### config.mk
export PLATFORM = sky130hd
export DESIGN_NAME = umf_top
export DESIGN_NICKNAME = d
export VERILOG_FILES = /design/src/hw/umf_pkg.sv /design/src/hw/umf_cfg_if.sv /design/src/hw/umf_rx.sv /design/src/hw/umf_top.sv /design/src/hw/umf_tx.sv
export SDC_FILE = /design/constraint.sdc
export NUM_CORES = 1
export LEC_CHECK = 0
export BUFFER_PORTS_ARGS = -buffer_cell sky130_fd_sc_hd__clkbuf_2
export CAP_MARGIN = 20
export CORE_MARGIN = 8
export CORE_UTILIZATION = 55
export CTS_CLUSTER_SIZE = 10
export DETAILED_ROUTE_END_ITERATION = 6
export HOLD_SLACK_MARGIN = 0.1
export PLACE_DENSITY = 0.84
export SLEW_MARGIN = 40
export SYNTH_ARGS = -nofsm -noshare
export SYNTH_HDL_FRONTEND = slang
export SYNTH_SLANG_ARGS = --single-unit
### constraint.sdc
create_clock -name clk_in -period 5 [get_ports clk_in]
set_clock_uncertainty 0.1 [all_clocks]
set_input_delay 0.75 -clock clk_in [delete_from_list [all_inputs] [get_ports clk_in]]
set_output_delay 0.75 -clock clk_in [all_outputs]
set_load 0.05 [all_outputs]
### src/hw/umf_pkg.sv
// Shared constants for the multidrop address filter serial block.
// Assumes a single 100 MHz clock and a 32-bit APB register port.
package umf_pkg;
  // ----------------------------------------------------------------
  // Register map and field layout
  // ----------------------------------------------------------------
  localparam logic [7:0]  ADDR_CTRL      = 8'h00;
  localparam logic [7:0]  ADDR_STATUS    = 8'h04;
  localparam logic [7:0]  ADDR_MASK      = 8'h08;
  localparam logic [7:0]  ADDR_RXDATA    = 8'h0c;
  localparam logic [7:0]  ADDR_TXDATA    = 8'h10;
  localparam logic [7:0]  ADDR_BAUD      = 8'h14;
  localparam int          CTRL_FILTER    = 0;
  localparam int          CTRL_SIZE_LSB  = 1;
  localparam int          CTRL_STOP2     = 4;
  localparam int          CTRL_TX9       = 5;
  localparam logic [5:0]  CTRL_RESET     = 6'h06;
  localparam int          ST_RXC         = 0;
  localparam int          ST_TXC         = 1;
  localparam int          ST_FE          = 2;
  localparam int          ST_DROP        = 3;
  localparam int          ST_W           = 4;
  localparam int          ST_TX_BUSY     = 8;
  localparam logic [3:0]  MASK_RESET     = 4'h0;
  localparam logic [15:0] BAUD_RESET     = 16'h0000;
  localparam logic [2:0]  SIZE_NINE      = 3'h7;
  // ----------------------------------------------------------------
  // Bit timing, in ticks of the oversampling clock
  // ----------------------------------------------------------------
  localparam logic [3:0]  SAMPLE_LAST    = 4'hf;
  localparam logic [3:0]  VOTE_A         = 4'h7;
  localparam logic [3:0]  VOTE_B         = 4'h8;
  localparam logic [3:0]  VOTE_C         = 4'h9;

  // Size codes 0..3 give five to eight bits; reserved codes act as eight.
  function automatic logic [3:0] data_bits(input logic [2:0] size);
    logic [3:0] n;
    n = 4'h8;
    if (size == SIZE_NINE) begin
      n = 4'h9;
    end else if (size < 3'h4) begin
      n = 4'h5 + {2'h0, size[1:0]};
    end
    return n;
  endfunction

  function automatic logic maj3(input logic a, input logic b, input logic c);
    return (a & b) | (a & c) | (b & c);
  endfunction
endpackage

### src/hw/umf_cfg_if.sv
// Configuration and timing shared by the receive and transmit paths.
// Driven by the top module, read by both serial engines.
interface umf_cfg_if;
  logic [2:0] char_size;
  logic       two_stop;
  logic       tick;
  modport src (output char_size, output two_stop, output tick);
  modport rx  (input char_size, input tick);
  modport tx  (input char_size, input two_stop, input tick);
endinterface

### src/hw/umf_rx.sv
// Serial receive engine with three-sample majority voting.
// Assumes rxd_in is synchronous to clk_in and tick runs at sixteen per bit.
module umf_rx (
  // Clock and reset
  input  wire logic       clk_in,
  input  wire logic       reset_in,
  // Configuration
  umf_cfg_if.rx           cfg,
  // Line and frame result
  input  wire logic       rxd_in,
  output logic            done_out,
  output logic [8:0]      data_out,
  output logic            stop_out
);
  typedef enum logic [1:0] {RX_IDLE, RX_START, RX_BITS, RX_STOP} umf_rx_e;

  umf_rx_e    state_q;
  logic [3:0] sample_q;
  logic [3:0] bit_q;
  logic [1:0] votes_q;
  logic       voted;
  logic [3:0] nbits;

  assign voted = umf_pkg::maj3(votes_q[0], votes_q[1], rxd_in);
  assign nbits = umf_pkg::data_bits(cfg.char_size);

  always_ff @(posedge clk_in or posedge reset_in) begin
    if (reset_in) begin
      state_q  <= RX_IDLE;
      sample_q <= 4'h0;
      bit_q    <= 4'h0;
      votes_q  <= 2'h0;
      data_out <= 9'h000;
      stop_out <= 1'b0;
      done_out <= 1'b0;
    end else begin
      done_out <= 1'b0;
      if (cfg.tick) begin
        sample_q <= sample_q + 4'h1;
        if (sample_q == umf_pkg::VOTE_A) votes_q[0] <= rxd_in;
        if (sample_q == umf_pkg::VOTE_B) votes_q[1] <= rxd_in;
        unique case (state_q)
          RX_IDLE: begin
            sample_q <= 4'h0;
            if (!rxd_in) begin
              state_q <= RX_START;
            end
          end
          RX_START: begin
            // A start bit gone high by mid-bit is taken as a glitch.
            if (sample_q == umf_pkg::VOTE_B && rxd_in) begin
              state_q <= RX_IDLE;
            end else if (sample_q == umf_pkg::SAMPLE_LAST) begin
              state_q  <= RX_BITS;
              bit_q    <= 4'h0;
              data_out <= 9'h000;
            end
          end
          RX_BITS: begin
            if (sample_q == umf_pkg::VOTE_C) begin
              data_out[bit_q] <= voted;
            end
            if (sample_q == umf_pkg::SAMPLE_LAST) begin
              bit_q <= bit_q + 4'h1;
              if (bit_q == nbits - 4'h1) begin
                state_q <= RX_STOP;
              end
            end
          end
          RX_STOP: begin
            // Only the first stop bit is looked at; the frame ends at its vote.
            if (sample_q == umf_pkg::VOTE_C) begin
              stop_out <= voted;
              done_out <= 1'b1;
              state_q  <= RX_IDLE;
            end
          end
        endcase
      end
    end
  end
endmodule

### src/hw/umf_top.sv
// Serial transceiver with a multidrop address filter on the receive path.
// Assumes APB from a 100 MHz system clock and a line synchronous to it.
//
// Behaviour
// With the filter enabled, every frame not marked as an address is dropped unbuffered.
// The transmitter never looks at the filter enable.
// For five to eight data bits the first stop bit is the frame type.
// For nine data bits the received ninth bit is the frame type.
// A type of one means an address frame and zero means a data frame.
// An address frame under the filter is buffered and flags receive complete as usual.
// A nine-bit master uses size code 7 and sends the ninth bit high only for addresses.
// All slaves use the nine-bit format when the master does.
// A slave compares each address with its own and clears the filter when selected.
// With the filter clear all data frames are taken; with it set they are dropped.
// After its last data frame the selected slave sets the filter again.
// With five to eight bits the transmitter uses two stop bits in multidrop use.
// Transmit and receive share one character size setting.
// Software does not change the filter bit by read-modify-write near the transmit flag.
// A majority-voted first stop bit of zero raises the frame error flag. Here it is raised only for frames that are accepted, not for dropped ones.
//
// Chosen here: the register addresses and the APB interface to the registers.
module umf_top (
  // Clock and reset
  input  wire logic        clk_in,
  input  wire logic        reset_in,
  // APB slave
  input  wire logic [7:0]  paddr_in,
  input  wire logic        psel_in,
  input  wire logic        penable_in,
  input  wire logic        pwrite_in,
  input  wire logic [31:0] pwdata_in,
  output logic      [31:0] prdata_out,
  output logic             pready_out,
  output logic             pslverr_out,
  // Serial line
  input  wire logic        rxd_in,
  output logic             txd_out,
  // Interrupt
  output logic             irq_out
);
  // ----------------------------------------------------------------
  // Registers
  // ----------------------------------------------------------------
  logic [5:0]             ctrl_q;
  logic [umf_pkg::ST_W-1:0] status_q;
  logic [umf_pkg::ST_W-1:0] status_d;
  logic [umf_pkg::ST_W-1:0] mask_q;
  logic [8:0]             serial_data_buffer_q;
  logic [8:0]             tx_hold_q;
  logic                   tx_start_q;
  logic [15:0]            baud_divisor_q;
  logic [15:0]            baud_cnt_q;
  logic                   slverr_q;

  // ----------------------------------------------------------------
  // Named control fields
  // ----------------------------------------------------------------
  logic       multidrop_filter_enable;
  logic [2:0] character_size_select;
  logic       stop_bit_count_select;
  logic       transmit_ninth_bit;

  assign multidrop_filter_enable = ctrl_q[umf_pkg::CTRL_FILTER];
  assign character_size_select   = ctrl_q[umf_pkg::CTRL_SIZE_LSB +: 3];
  assign stop_bit_count_select   = ctrl_q[umf_pkg::CTRL_STOP2];
  assign transmit_ninth_bit      = ctrl_q[umf_pkg::CTRL_TX9];

  // ----------------------------------------------------------------
  // Bus decode
  // ----------------------------------------------------------------
  logic        access;
  logic        respond;
  logic        commit;
  logic        wr;
  logic        hit_ctrl;
  logic        hit_status;
  logic        hit_mask;
  logic        hit_rx;
  logic        hit_tx;
  logic        hit_baud;
  logic        mapped;
  logic        tx_busy;
  logic        tx_refused;
  logic [31:0] read_word;

  assign access     = psel_in && penable_in;
  assign respond    = access && !pready_out;
  assign commit     = access && pready_out && !slverr_q;
  assign wr         = commit && pwrite_in;
  assign hit_ctrl   = paddr_in == umf_pkg::ADDR_CTRL;
  assign hit_status = paddr_in == umf_pkg::ADDR_STATUS;
  assign hit_mask   = paddr_in == umf_pkg::ADDR_MASK;
  assign hit_rx     = paddr_in == umf_pkg::ADDR_RXDATA;
  assign hit_tx     = paddr_in == umf_pkg::ADDR_TXDATA;
  assign hit_baud   = paddr_in == umf_pkg::ADDR_BAUD;
  assign mapped     = hit_ctrl | hit_status | hit_mask | hit_rx | hit_tx | hit_baud;
  // A second character cannot be queued: the write is answered with an error.
  assign tx_refused = pwrite_in && hit_tx && (tx_busy || tx_start_q);

  always_comb begin
    read_word = 32'h0000_0000;
    if (hit_ctrl) begin
      read_word[5:0] = ctrl_q;
    end else if (hit_status) begin
      read_word[umf_pkg::ST_W-1:0] = status_q;
      read_word[umf_pkg::ST_TX_BUSY] = tx_busy;
    end else if (hit_mask) begin
      read_word[umf_pkg::ST_W-1:0] = mask_q;
    end else if (hit_rx) begin
      read_word[8:0] = serial_data_buffer_q;
    end else if (hit_tx) begin
      read_word[8:0] = tx_hold_q;
    end else if (hit_baud) begin
      read_word[15:0] = baud_divisor_q;
    end
  end

  // Answer on the second access cycle, so pready and pslverr come from flops.
  always_ff @(posedge clk_in or posedge reset_in) begin
    if (reset_in) begin
      pready_out  <= 1'b0;
      pslverr_out <= 1'b0;
      slverr_q    <= 1'b0;
      prdata_out  <= 32'h0000_0000;
    end else begin
      pready_out <= respond;
      if (respond) begin
        slverr_q    <= !mapped || tx_refused;
        pslverr_out <= !mapped || tx_refused;
        prdata_out  <= pwrite_in ? 32'h0000_0000 : read_word;
      end else begin
        slverr_q    <= 1'b0;
        pslverr_out <= 1'b0;
      end
    end
  end

  // ----------------------------------------------------------------
  // Configuration registers
  // ----------------------------------------------------------------
  // The filter bit lives apart from the event flags, and those clear only
  // on a written one, so a read-modify-write of control loses no event.
  always_ff @(posedge clk_in or posedge reset_in) begin
    if (reset_in) begin
      ctrl_q         <= umf_pkg::CTRL_RESET;
      mask_q         <= umf_pkg::MASK_RESET;
      baud_divisor_q <= umf_pkg::BAUD_RESET;
    end else begin
      if (wr && hit_ctrl) begin
        ctrl_q <= pwdata_in[5:0];
      end
      if (wr && hit_mask) begin
        mask_q <= pwdata_in[umf_pkg::ST_W-1:0];
      end
      if (wr && hit_baud) begin
        baud_divisor_q <= pwdata_in[15:0];
      end
    end
  end

  // ----------------------------------------------------------------
  // Oversampling tick and shared configuration
  // ----------------------------------------------------------------
  umf_cfg_if cfg ();

  always_ff @(posedge clk_in or posedge reset_in) begin
    if (reset_in) begin
      baud_cnt_q <= 16'h0000;
    end else if (cfg.tick) begin
      baud_cnt_q <= 16'h0000;
    end else begin
      baud_cnt_q <= baud_cnt_q + 16'h0001;
    end
  end

  assign cfg.tick      = baud_cnt_q >= baud_divisor_q;
  assign cfg.char_size = character_size_select;
  assign cfg.two_stop  = stop_bit_count_select;

  // ----------------------------------------------------------------
  // Receive path and address filter
  // ----------------------------------------------------------------
  logic       rx_done;
  logic [8:0] rx_data;
  logic       rx_stop;
  logic       frame_type;
  logic       is_address;
  logic       accept;
  logic       drop;

  umf_rx u_rx (
    .clk_in   (clk_in),
    .reset_in (reset_in),
    .cfg      (cfg),
    .rxd_in   (rxd_in),
    .done_out (rx_done),
    .data_out (rx_data),
    .stop_out (rx_stop)
  );

  assign frame_type = (character_size_select == umf_pkg::SIZE_NINE) ?
                      rx_data[8] : rx_stop;
  assign is_address = frame_type == 1'b1;
  assign accept     = rx_done && (!multidrop_filter_enable || is_address);
  assign drop       = rx_done && multidrop_filter_enable && !is_address;

  always_ff @(posedge clk_in or posedge reset_in) begin
    if (reset_in) begin
      serial_data_buffer_q <= 9'h000;
    end else if (accept) begin
      serial_data_buffer_q <= rx_data;
    end
  end

  // ----------------------------------------------------------------
  // Transmit path
  // ----------------------------------------------------------------
  logic tx_done;

  always_ff @(posedge clk_in or posedge reset_in) begin
    if (reset_in) begin
      tx_hold_q  <= 9'h000;
      tx_start_q <= 1'b0;
    end else begin
      tx_start_q <= wr && hit_tx;
      if (wr && hit_tx) begin
        tx_hold_q <= {transmit_ninth_bit, pwdata_in[7:0]};
      end
    end
  end

  // The transmitter sees size, stops and data only, never the filter.
  umf_tx u_tx (
    .clk_in   (clk_in),
    .reset_in (reset_in),
    .cfg      (cfg),
    .start_in (tx_start_q),
    .data_in  (tx_hold_q),
    .txd_out  (txd_out),
    .busy_out (tx_busy),
    .done_out (tx_done)
  );

  // ----------------------------------------------------------------
  // Event flags and interrupt
  // ----------------------------------------------------------------
  logic [umf_pkg::ST_W-1:0] ev_set;
  logic [umf_pkg::ST_W-1:0] ev_clr;

  always_comb begin
    ev_set                  = '0;
    ev_set[umf_pkg::ST_RXC]  = accept;
    ev_set[umf_pkg::ST_TXC]  = tx_done;
    ev_set[umf_pkg::ST_FE]   = accept && !rx_stop;
    ev_set[umf_pkg::ST_DROP] = drop;
  end

  assign ev_clr   = (wr && hit_status) ? pwdata_in[umf_pkg::ST_W-1:0] : '0;
  // A new event in the clearing cycle survives the clear.
  assign status_d = (status_q & ~ev_clr) | ev_set;

  always_ff @(posedge clk_in or posedge reset_in) begin
    if (reset_in) begin
      status_q <= '0;
      irq_out  <= 1'b0;
    end else begin
      status_q <= status_d;
      irq_out  <= |(status_d & mask_q);
    end
  end
endmodule

### src/hw/umf_tx.sv
// Serial transmit engine: start bit, five to nine data bits, one or two stops.
// Assumes tick runs at sixteen per bit; start_in is a one-cycle pulse.
module umf_tx (
  // Clock and reset
  input  wire logic       clk_in,
  input  wire logic       reset_in,
  // Configuration
  umf_cfg_if.tx           cfg,
  // Character request
  input  wire logic       start_in,
  input  wire logic [8:0] data_in,
  // Line and status
  output logic            txd_out,
  output logic            busy_out,
  output logic            done_out
);
  typedef enum logic [1:0] {TX_IDLE, TX_START, TX_BITS, TX_STOP} umf_tx_e;

  umf_tx_e    state_q;
  logic [3:0] sample_q;
  logic [3:0] bit_q;
  logic [8:0] shift_q;
  logic       second_q;
  logic       bit_end;

  assign bit_end = cfg.tick && sample_q == umf_pkg::SAMPLE_LAST;

  always_ff @(posedge clk_in or posedge reset_in) begin
    if (reset_in) begin
      state_q  <= TX_IDLE;
      sample_q <= 4'h0;
      bit_q    <= 4'h0;
      shift_q  <= 9'h000;
      second_q <= 1'b0;
      txd_out  <= 1'b1;
      busy_out <= 1'b0;
      done_out <= 1'b0;
    end else begin
      done_out <= 1'b0;
      if (cfg.tick) begin
        sample_q <= sample_q + 4'h1;
      end
      unique case (state_q)
        TX_IDLE: begin
          if (start_in) begin
            state_q  <= TX_START;
            shift_q  <= data_in;
            sample_q <= 4'h0;
            txd_out  <= 1'b0;
            busy_out <= 1'b1;
          end
        end
        TX_START: begin
          if (bit_end) begin
            state_q <= TX_BITS;
            bit_q   <= 4'h0;
            txd_out <= shift_q[0];
          end
        end
        TX_BITS: begin
          if (bit_end) begin
            bit_q <= bit_q + 4'h1;
            if (bit_q == umf_pkg::data_bits(cfg.char_size) - 4'h1) begin
              state_q  <= TX_STOP;
              second_q <= 1'b0;
              txd_out  <= 1'b1;
            end else begin
              txd_out <= shift_q[bit_q + 4'h1];
            end
          end
        end
        TX_STOP: begin
          if (bit_end) begin
            if (cfg.two_stop && !second_q) begin
              second_q <= 1'b1;
            end else begin
              state_q  <= TX_IDLE;
              busy_out <= 1'b0;
              done_out <= 1'b1;
            end
          end
        end
      endcase
    end
  end
endmodule

# Word-level counts from Yosys, hierarchy flattened

Index checks and enable logic that the tools add are counted.

Bits in registers: 146
Bits of input ports: 46
Logic and storage cells: 221
Output and inout port bits: 36

Bitwise logic cells: 14
Reductions and logical operators: 51
Muxes and demuxes: 81
Magnitude comparators: 5
$add $sub $neg: 8
Equality and inequality tests: 34

Operators by type and width:

| cell                                                       | count |
|---|---|
| two-way mux 16 bit                                         | 8 |
| two-way mux 4 bit                                          | 17 |
| two-way mux 9 bit                                          | 5 |
| two-way mux 2 bit                                          | 12 |
| two-way mux 1 bit                                          | 22 |
| two-way mux 7 bit                                          | 3 |
| logical AND 1 bit                                          | 20 |
| inequality test 2 x 1 -> 1 bit, second input constant      | 10 |
| case mux 9 bit (2 select lines)                            | 1 |
| adder 16 x 1 -> 16 bit, second input constant              | 1 |
| adder 4 x 1 -> 4 bit, second input constant                | 4 |
| equality test 4 bit, second input constant                 | 4 |
| equality test 8 x 4 -> 1 bit, second input constant        | 2 |
| equality test 8 x 5 -> 1 bit, second input constant        | 2 |
| greater-or-equal comparator 16 bit                         | 1 |
| case mux 2 bit (4 select lines)                            | 2 |
| case mux 4 bit (2 select lines)                            | 2 |
| AND reduction 5 bit                                        | 3 |
| two-way mux 12 bit                                         | 1 |
| AND reduction 6 bit                                        | 2 |
| less-than comparator 4 x 5 -> 1 bit, second input constant | 2 |
| two-way mux 10 bit                                         | 1 |
| bitwise mux 9 bit                                          | 1 |
| bitwise AND 4 bit                                          | 2 |
| other kinds (31)                                           | 65 |

# Depth between registers and ports, before layout

Gate-level depths: netlist of the first run.

Depth after elaboration: 13
Gate-level depth with buffers: 11
Mapped depth without buffers: 10

# Modules after synthesis

From an unflattened synthesis of the first run, not the netlist that was laid out.

Cells, all modules: 721
Area, all modules: 7460.9 um^2

By module, submodules not included:

| module  | cells each | seq. area each (um^2) | area each (um^2) | instances |
|---|---|---|---|---|
| umf_top | 423        | 2104.5                | 4493.1           | 1 |
| umf_rx  | 160        | 575.6                 | 1483.9           | 1 |
| umf_tx  | 138        | 576.8                 | 1483.9           | 1 |

# Worst setup path after synthesis of the first run

Ideal clock, no wire load.

Path kind: register -> register
Start: register ctrl_q[1]
End: register u_tx.state_q[1]
Slack: 2.282 ns
Clock period less this slack: 2.718 ns
Required time: 4.775 ns
Path buffers: 1
Cell stages (with the launch flop): 12
Data arrival time: 2.493 ns
Library setup time: 0.125 ns
Cell sequence: dfstp_2 ha_1 buf_2 nand2_1 o21a_1 ha_1 xnor2_1 xor2_1 and4_1 nand2b_1 o2111a_1 mux2_4

Longest elaborated chain between the ends: 9
Elaborated cells between the ends (all ways): 11
Those cells by class: add/sub (2); order compare (1); eq/ne (3); mux (4); reduce/logical (1)

RTL lines:

| what                                                               | line                         | text |
|---|---|---|
| from (decl)                                                        | umf_top.sv:44                | `logic [5:0] ctrl_q;` |
| from (signal assigned)                                             | umf_top.sv:145               | `ctrl_q <= umf_pkg::CTRL_RESET;` |
| from (signal assigned)                                             | umf_top.sv:150               | `ctrl_q <= pwdata_in[5:0];` |
| adder 3 x 2 -> 4 bit or less-than comparator 3 bit (tied branches) | umf_pkg.sv:42, umf_pkg.sv:41 |  |
| two-way mux 4 bit                                                  | umf_pkg.sv:41                | `end else if (size < 3'h4) begin` |
| two-way mux 4 bit *                                                | umf_pkg.sv:39                | `if (size == SIZE_NINE) begin` |
| two-way mux 4 bit *                                                | umf_tx.sv:61                 | `if (bit_end) begin` |
| two-way mux 4 bit *                                                | umf_tx.sv:43                 | `unique case (state_q)` |
| subtractor 4 x 1 -> 4 bit *                                        | umf_tx.sv:63                 | `if (bit_q == umf_pkg::data_bits(cfg.char_size) - 4'h1) begin` |
| equality test 4 bit *                                              | umf_tx.sv:63                 |  |
| inequality test 2 x 1 -> 1 bit (no source line) *                  | -                            |  |
| AND reduction 6 bit (no source line) *                             | -                            |  |
| to (signal assigned)                                               | umf_tx.sv:55                 | `state_q <= TX_BITS;` |
| to (signal assigned)                                               | umf_tx.sv:64                 | `state_q <= TX_STOP;` |
| to (signal assigned)                                               | umf_tx.sv:77                 | `state_q <= TX_IDLE;` |
| to (decl)                                                          | umf_tx.sv:19                 | `umf_tx_e state_q;` |

Every way passes the cells marked *; elsewhere a longest branch is shown, timed or not. The select of a mux whose other input is x is not followed.
A chain may end at the register's enable or synchronous reset.

# Worst setup path after layout of the first run

Ends and elaborated chain as after synthesis.

==> run metrics, run 1 <==
Pins Over Slew Limit 0; clock slew at reported path FFs 0.06 ns; Reg2Reg Setup Slack 1.79 ns; critical path cell sequence ha_1 -> nand2_1 -> o21a_1 -> ha_1 -> xnor2_1 -> xor2_1 -> and4_1 -> nand2b_1 -> o2111a_1 -> mux2_4; DRC 0; worst r2r path cells 10; worst hold slack 0.344 ns; Main synth FF type dfrtp_1; RSZ-0062 raised after global routing false; Fmax between 300 and 400 MHz; FF+latch count, synth 130; grt total ovfl 0; first-pass GRT wire length about 29000 um; Yosys top cell by area dfrtp_1; antenna violations before repair 0; Overall Power 3.17 mW; critical path's slowest cell dfstp_2; vias in the first global route 5674; buffer count from post-CTS setup fixing 0; initial core utilization 0.556; final WL 17700 um; Power per Cell Area 402 nW/um2; Area Overhead vs Synth 13.7%; pin count of the biggest net entering global routing 55; clock tree buffer depth 2; area of the mapped netlist approximately 6900 um2; Wirelength per Cell 19.5 um; crit path kind flop to flop; vias per cell around 6.0; Synth area leaders dfrtp_1 (46%), mux2_2 (6.2%), ha_1 (5.8%); CTS-repair resized insts 0; Total GRT Usage 0.223; Worst Max-Slew Pin Slew 0.743 ns; startpoint types flop; Critical path buffers and inverters 0; Peak VDD IR 0.265 mV; min Tclk post-route 3.21 ns; fraction of layout cells with a size suffix above 1 0.197; ys async rst share 1.00; CTS tree built; CP Max Fanout 9; max-capacitance violation count 0; cells after synthesis 680; Sink Count 130; CP required 5.20 ns; Vias 5497; ANT cells 0; routability cong. a little over 0.9; Place WS 1.94 ns; Fin Setup TNS 0 ns; Iteration-0 DRC Markers about 740; fin crit share 0.642; Crit path top cell by count ha_1; CTS Root Cell clkbuf_16; Post-synth EDFFs 0; Top Family by Delay on Critical Path flip-flops; input/output buffers 49; hpwl dp between 10000 and 15000 um; # H-tree levels 4; status completed; Leakage about 3.7 nW; remaining antenna violation count after routing 0; proportion of netlist area held by the largest area contributor 0.458; row count 41; # hold bufs at CTS 0; drt first pass iters 5; die area approximately 16000 um2; I/O pin count between 80 and 90; CTS buffer count 17; synth cell count leaders dfrtp_1 (127), nand2_1 (90), o21ai_0 (47); fillers 932; Yosys cell types 74; Final setup viols 0; Avg Cell Area, Syn around 10 um2; Die W 128 um; Clock Latency Late Sink roughly 0.42 ns; Crit. End Element flop; CP peak stage delay 0.61 ns; final worst setup slack approximately 1.8 ns; Data arrival, critical path between 3 and 4 ns; sequential element share of the synthesized area 0.470; Register Area roughly 3300 um2; Layout Nets between 800 and 900; area occupied by multi-input gates around 3400 um2; Reg2Reg Capture Point u_tx.state_q[1]$_DFFE_PP0P_; cell with the most instances after synthesis dfrtp_1; Core Footprint around 12000 um2; DIE HEIGHT 128 um; Final Hold Vio Count 0; Slew HR 0.503; Hold Path Class input port to asynchronous set/reset pin; Yosys warning count 0; RR Startpoint ctrl_q[1]$_DFFE_PP1P_
[cells by family after synthesis]
kind of cell,count (synthesis),synth area share
xor+xnor,25,0.0316
flops,130,0.470
compound gates,127,0.126
simple gates,221,0.155
fa+ha+maj,33,0.0592
buf+inv,80,0.0557
mux,63,0.102
other cells,1,0.000541
[per-layer routing]
layer / wire [um] / global-route usage
met4: 497 / 0.0888
met2: 9040 / 0.384
met5: 0 / 0
met3: 1100 / 0.0437
met1: 7060 / 0.269
[stage by stage]
stage | area [um2] | util | instances
4_1_cts | 7890 | 0.633 | 909
3_5_place_dp | 7240 | 0.581 | 877
3_3_place_gp | 7230 | 0.580 | 877
5_1_grt | 7890 | 0.633 | 909
6_report | 7890 | 0.633 | 909
2_1_floorplan | 6990 | - | 695
[how the worst max path moves through the flow]
stage / slack, ns / end / startpoint / cells after the start
after detailed placement: 1.94 / u_tx.state_q[1]$_DFFE_PP0P_ / ctrl_q[1]$_DFFE_PP1P_ / 10
after floorplan: 0.69 / asynchronous set/reset pin / reset_in / 1
final: 1.79 / u_tx.state_q[1]$_DFFE_PP0P_ / ctrl_q[1]$_DFFE_PP1P_ / 10
after CTS: 1.81 / u_tx.state_q[1]$_DFFE_PP0P_ / ctrl_q[1]$_DFFE_PP1P_ / 10
after global placement: 1.68 / u_rx.votes_q[1]$_DFFE_PP0P_ / baud_divisor_q[11]$_DFFE_PP0P_ / 9
after global routing: 1.65 / u_tx.state_q[1]$_DFFE_PP0P_ / ctrl_q[1]$_DFFE_PP1P_ / 10
[registers in the layout, summed over array words and instances (netlist names), 2 cells and up, named ones only]
signal,cells
baud_cnt_q,16
baud_divisor_q,16
prdata_out,16
serial_data_buffer_q,9
tx_hold_q,9
u_rx.data_out,9
u_tx.shift_q,9
ctrl_q,6
mask_q,4
status_q,4
u_rx.bit_q,4
u_rx.sample_q,4
u_tx.bit_q,4
u_tx.sample_q,4
u_rx.votes_q,2
u_tx.state_q,2
[cell usage in the layout, fill, tap and decap left out, types with 20 or more instances in the layout]
cell type	Yosys	routed
dfrtp_1	127	127
nand2_1	90	90
clkbuf_2	0	49
o21ai_0	47	47
mux2_2	38	38
inv_1	38	37
nor2_1	37	37
ha_1	32	32
nand3_1	26	25
mux2i_1	20	20
[layout make-up]
cell class / count / share of cell area
clock inverters: 13 / 0.0266
well taps: 172 / 0.0273
inverters: 38 / 0.0184
flip-flops and latches: 130 / 0.413
multi-input cells: 485 / 0.426
repair buffers: 52 / 0.0339
clock buffers: 19 / 0.0549
[power breakdown]
group | switching (mW) | internal [mW] | leakage, nW | total, mW
Sequential | 0.0995 | 1.14 | 1.73 | 1.24
Clock | 0.466 | 0.885 | 0.307 | 1.35
Combinational | 0.353 | 0.234 | 1.69 | 0.587
Total | 0.919 | 2.26 | 3.73 | 3.17
Note: power is estimated with default switching activity, not from simulation.
==> run 2: changes to the inputs <==
Clock period 5 ns to 3.3 ns, I/O delays scaled along.
==> run metrics, run 2 (synthesized netlist as in run 1, its figures left out) <==
buffer count from post-CTS setup fixing 0; Crit. End Element flop; I/O pin count between 80 and 90; CTS buffer count 17; Critical Path Source baud_divisor_q[13]$_DFFE_PP0P_; Overall Power between 4 and 5 mW; Total GRT Usage 0.226; # H-tree levels 4; Final Hold Vio Count 0; startpoint types flop; input/output buffers 49; Pins Over Slew Limit 0; final core utilization 0.633; Worst Max-Slew Pin Slew 0.727 ns; grt total ovfl 0; most frequent cells in the layout dfrtp_1 (127), nand2_1 (90), clkbuf_2 (49); routability cong. 0.929; Top Registers baud_cnt_q: 16 flops, baud_divisor_q: 16 flops, prdata_out: 16 flops; CTS Root Cell clkbuf_16; Vias 5535; Wirelength per Cell 19.5 um; Layout Nets 809; Final setup viols 0; worst hold slack 0.191 ns; Clock Latency Late Sink approximately 0.43 ns; crit path kind flop to flop; placed cells 882; RR Startpoint baud_divisor_q[13]$_DFFE_PP0P_; DRC 0; CP Max Fanout 9; fraction of layout cells with a size suffix above 1 0.202; antenna violations before repair 0; Fmax about 330 MHz; Sink Count 130; Peak VDD IR between 0.4 and 0.5 mV; initial core utilization 0.556; hpwl dp roughly 13000 um; drt first pass iters 6; Fin Setup TNS 0 ns; remaining antenna violation count after routing 0; clock slew at reported path FFs 0.06 ns; clock tree buffer depth 2; Leakage 3.73 nW; die area about 16000 um2; DIE HEIGHT 128 um; vias per cell 6.06; commonest non-fill, non-tap cell in the layout dfrtp_1; max-capacitance violation count 0; CTS tree built; min Tclk post-route between 2 and 3 ns; status completed; Core Footprint 12500 um2; Iteration-0 DRC Markers slightly above 500; CP required 3.51 ns; Slew HR 0.511; Hold Path Class input port to flop; fin crit share 0.905; row count 41; Area Overhead vs Synth 13.8%; pin count of the biggest net entering global routing 68; Worst Min Path Start pwdata_in[6]; ANT cells 0; vias in the first global route 5827; fin cells 914; first-pass GRT wire length 29300 um; Die W ~130 um; final WL 17900 um; RSZ-0062 raised after global routing false; Data arrival, critical path 3.20 ns; Power per Cell Area 580 nW/um2
run 2: metrics by stage:
stage               worst slack [ns]  cell area, um2
floorplan                      0.582            7000
finish                         0.315            7890
global route                   0.160            7890
global placement               0.381            7290
CTS                            0.210            7850
detailed placement             0.218            7290
run 2: worst paths after layout:
path | end | cells after the start | slack (ns)
hold / removal | tx_hold_q[6]$_DFFE_PP0P_ | 3 | 0.19
setup / recovery | u_tx.state_q[1]$_DFFE_PP0P_ | 9 | 0.31
max in group asynchronous | u_tx.txd_out$_DFFE_PP1P_ | 4 | 1.91
setup reg to reg | u_tx.state_q[1]$_DFFE_PP0P_ | 9 | 0.31
hold reg to reg | prdata_out[2]$_DFFE_PP0P_ | 2 | 0.40
min in group asynchronous | u_tx.second_q$_DFFE_PP0P_ | 3 | 0.51
run 2: worst max-delay path, stage by stage, from the launching register on:
cell and delay [ns]:
dfrtp_1 0.38, inv_1 0.06, ha_1 0.34, a21oi_2 0.19, o21ai_2 0.12, a2111oi_4 0.37
and3_1 0.56, nor2_4 0.15, o2111a_1 0.30, mux2_4 0.30
run 2: layout make-up:
type,instances,area (um2)
fill,919,4570
inverter,38,146
clock inverter,9,82.6
timing repair buffer,59,355
multi-input combinational,485,3350
sequential,130,3260
tap,172,215
clock buffer,21,480
run 2: metal layers:
layer,part of all wire,global-route usage,vias up
met4,0.033,0.110,0
met2,0.51,0.381,293
met3,0.082,0.0611,64
met5,0,0,-
li1,-,-,2454
met1,0.37,0.260,2724
run 2: power breakdown:
| group | internal [mW] | switching [mW] |
|---|---|---|
| clock | 1.10 | 0.708 |
| combinational | 0.362 | 0.533 |
| sequential | 1.72 | 0.152 |
run 2: what timing repair did:
item                                    4_1_cts  5_1_grt
endpoints found under the setup margin        0        3
hold buffers                                  0        1
resized for setup                             0        1
hold endpoints to repair                      0       11
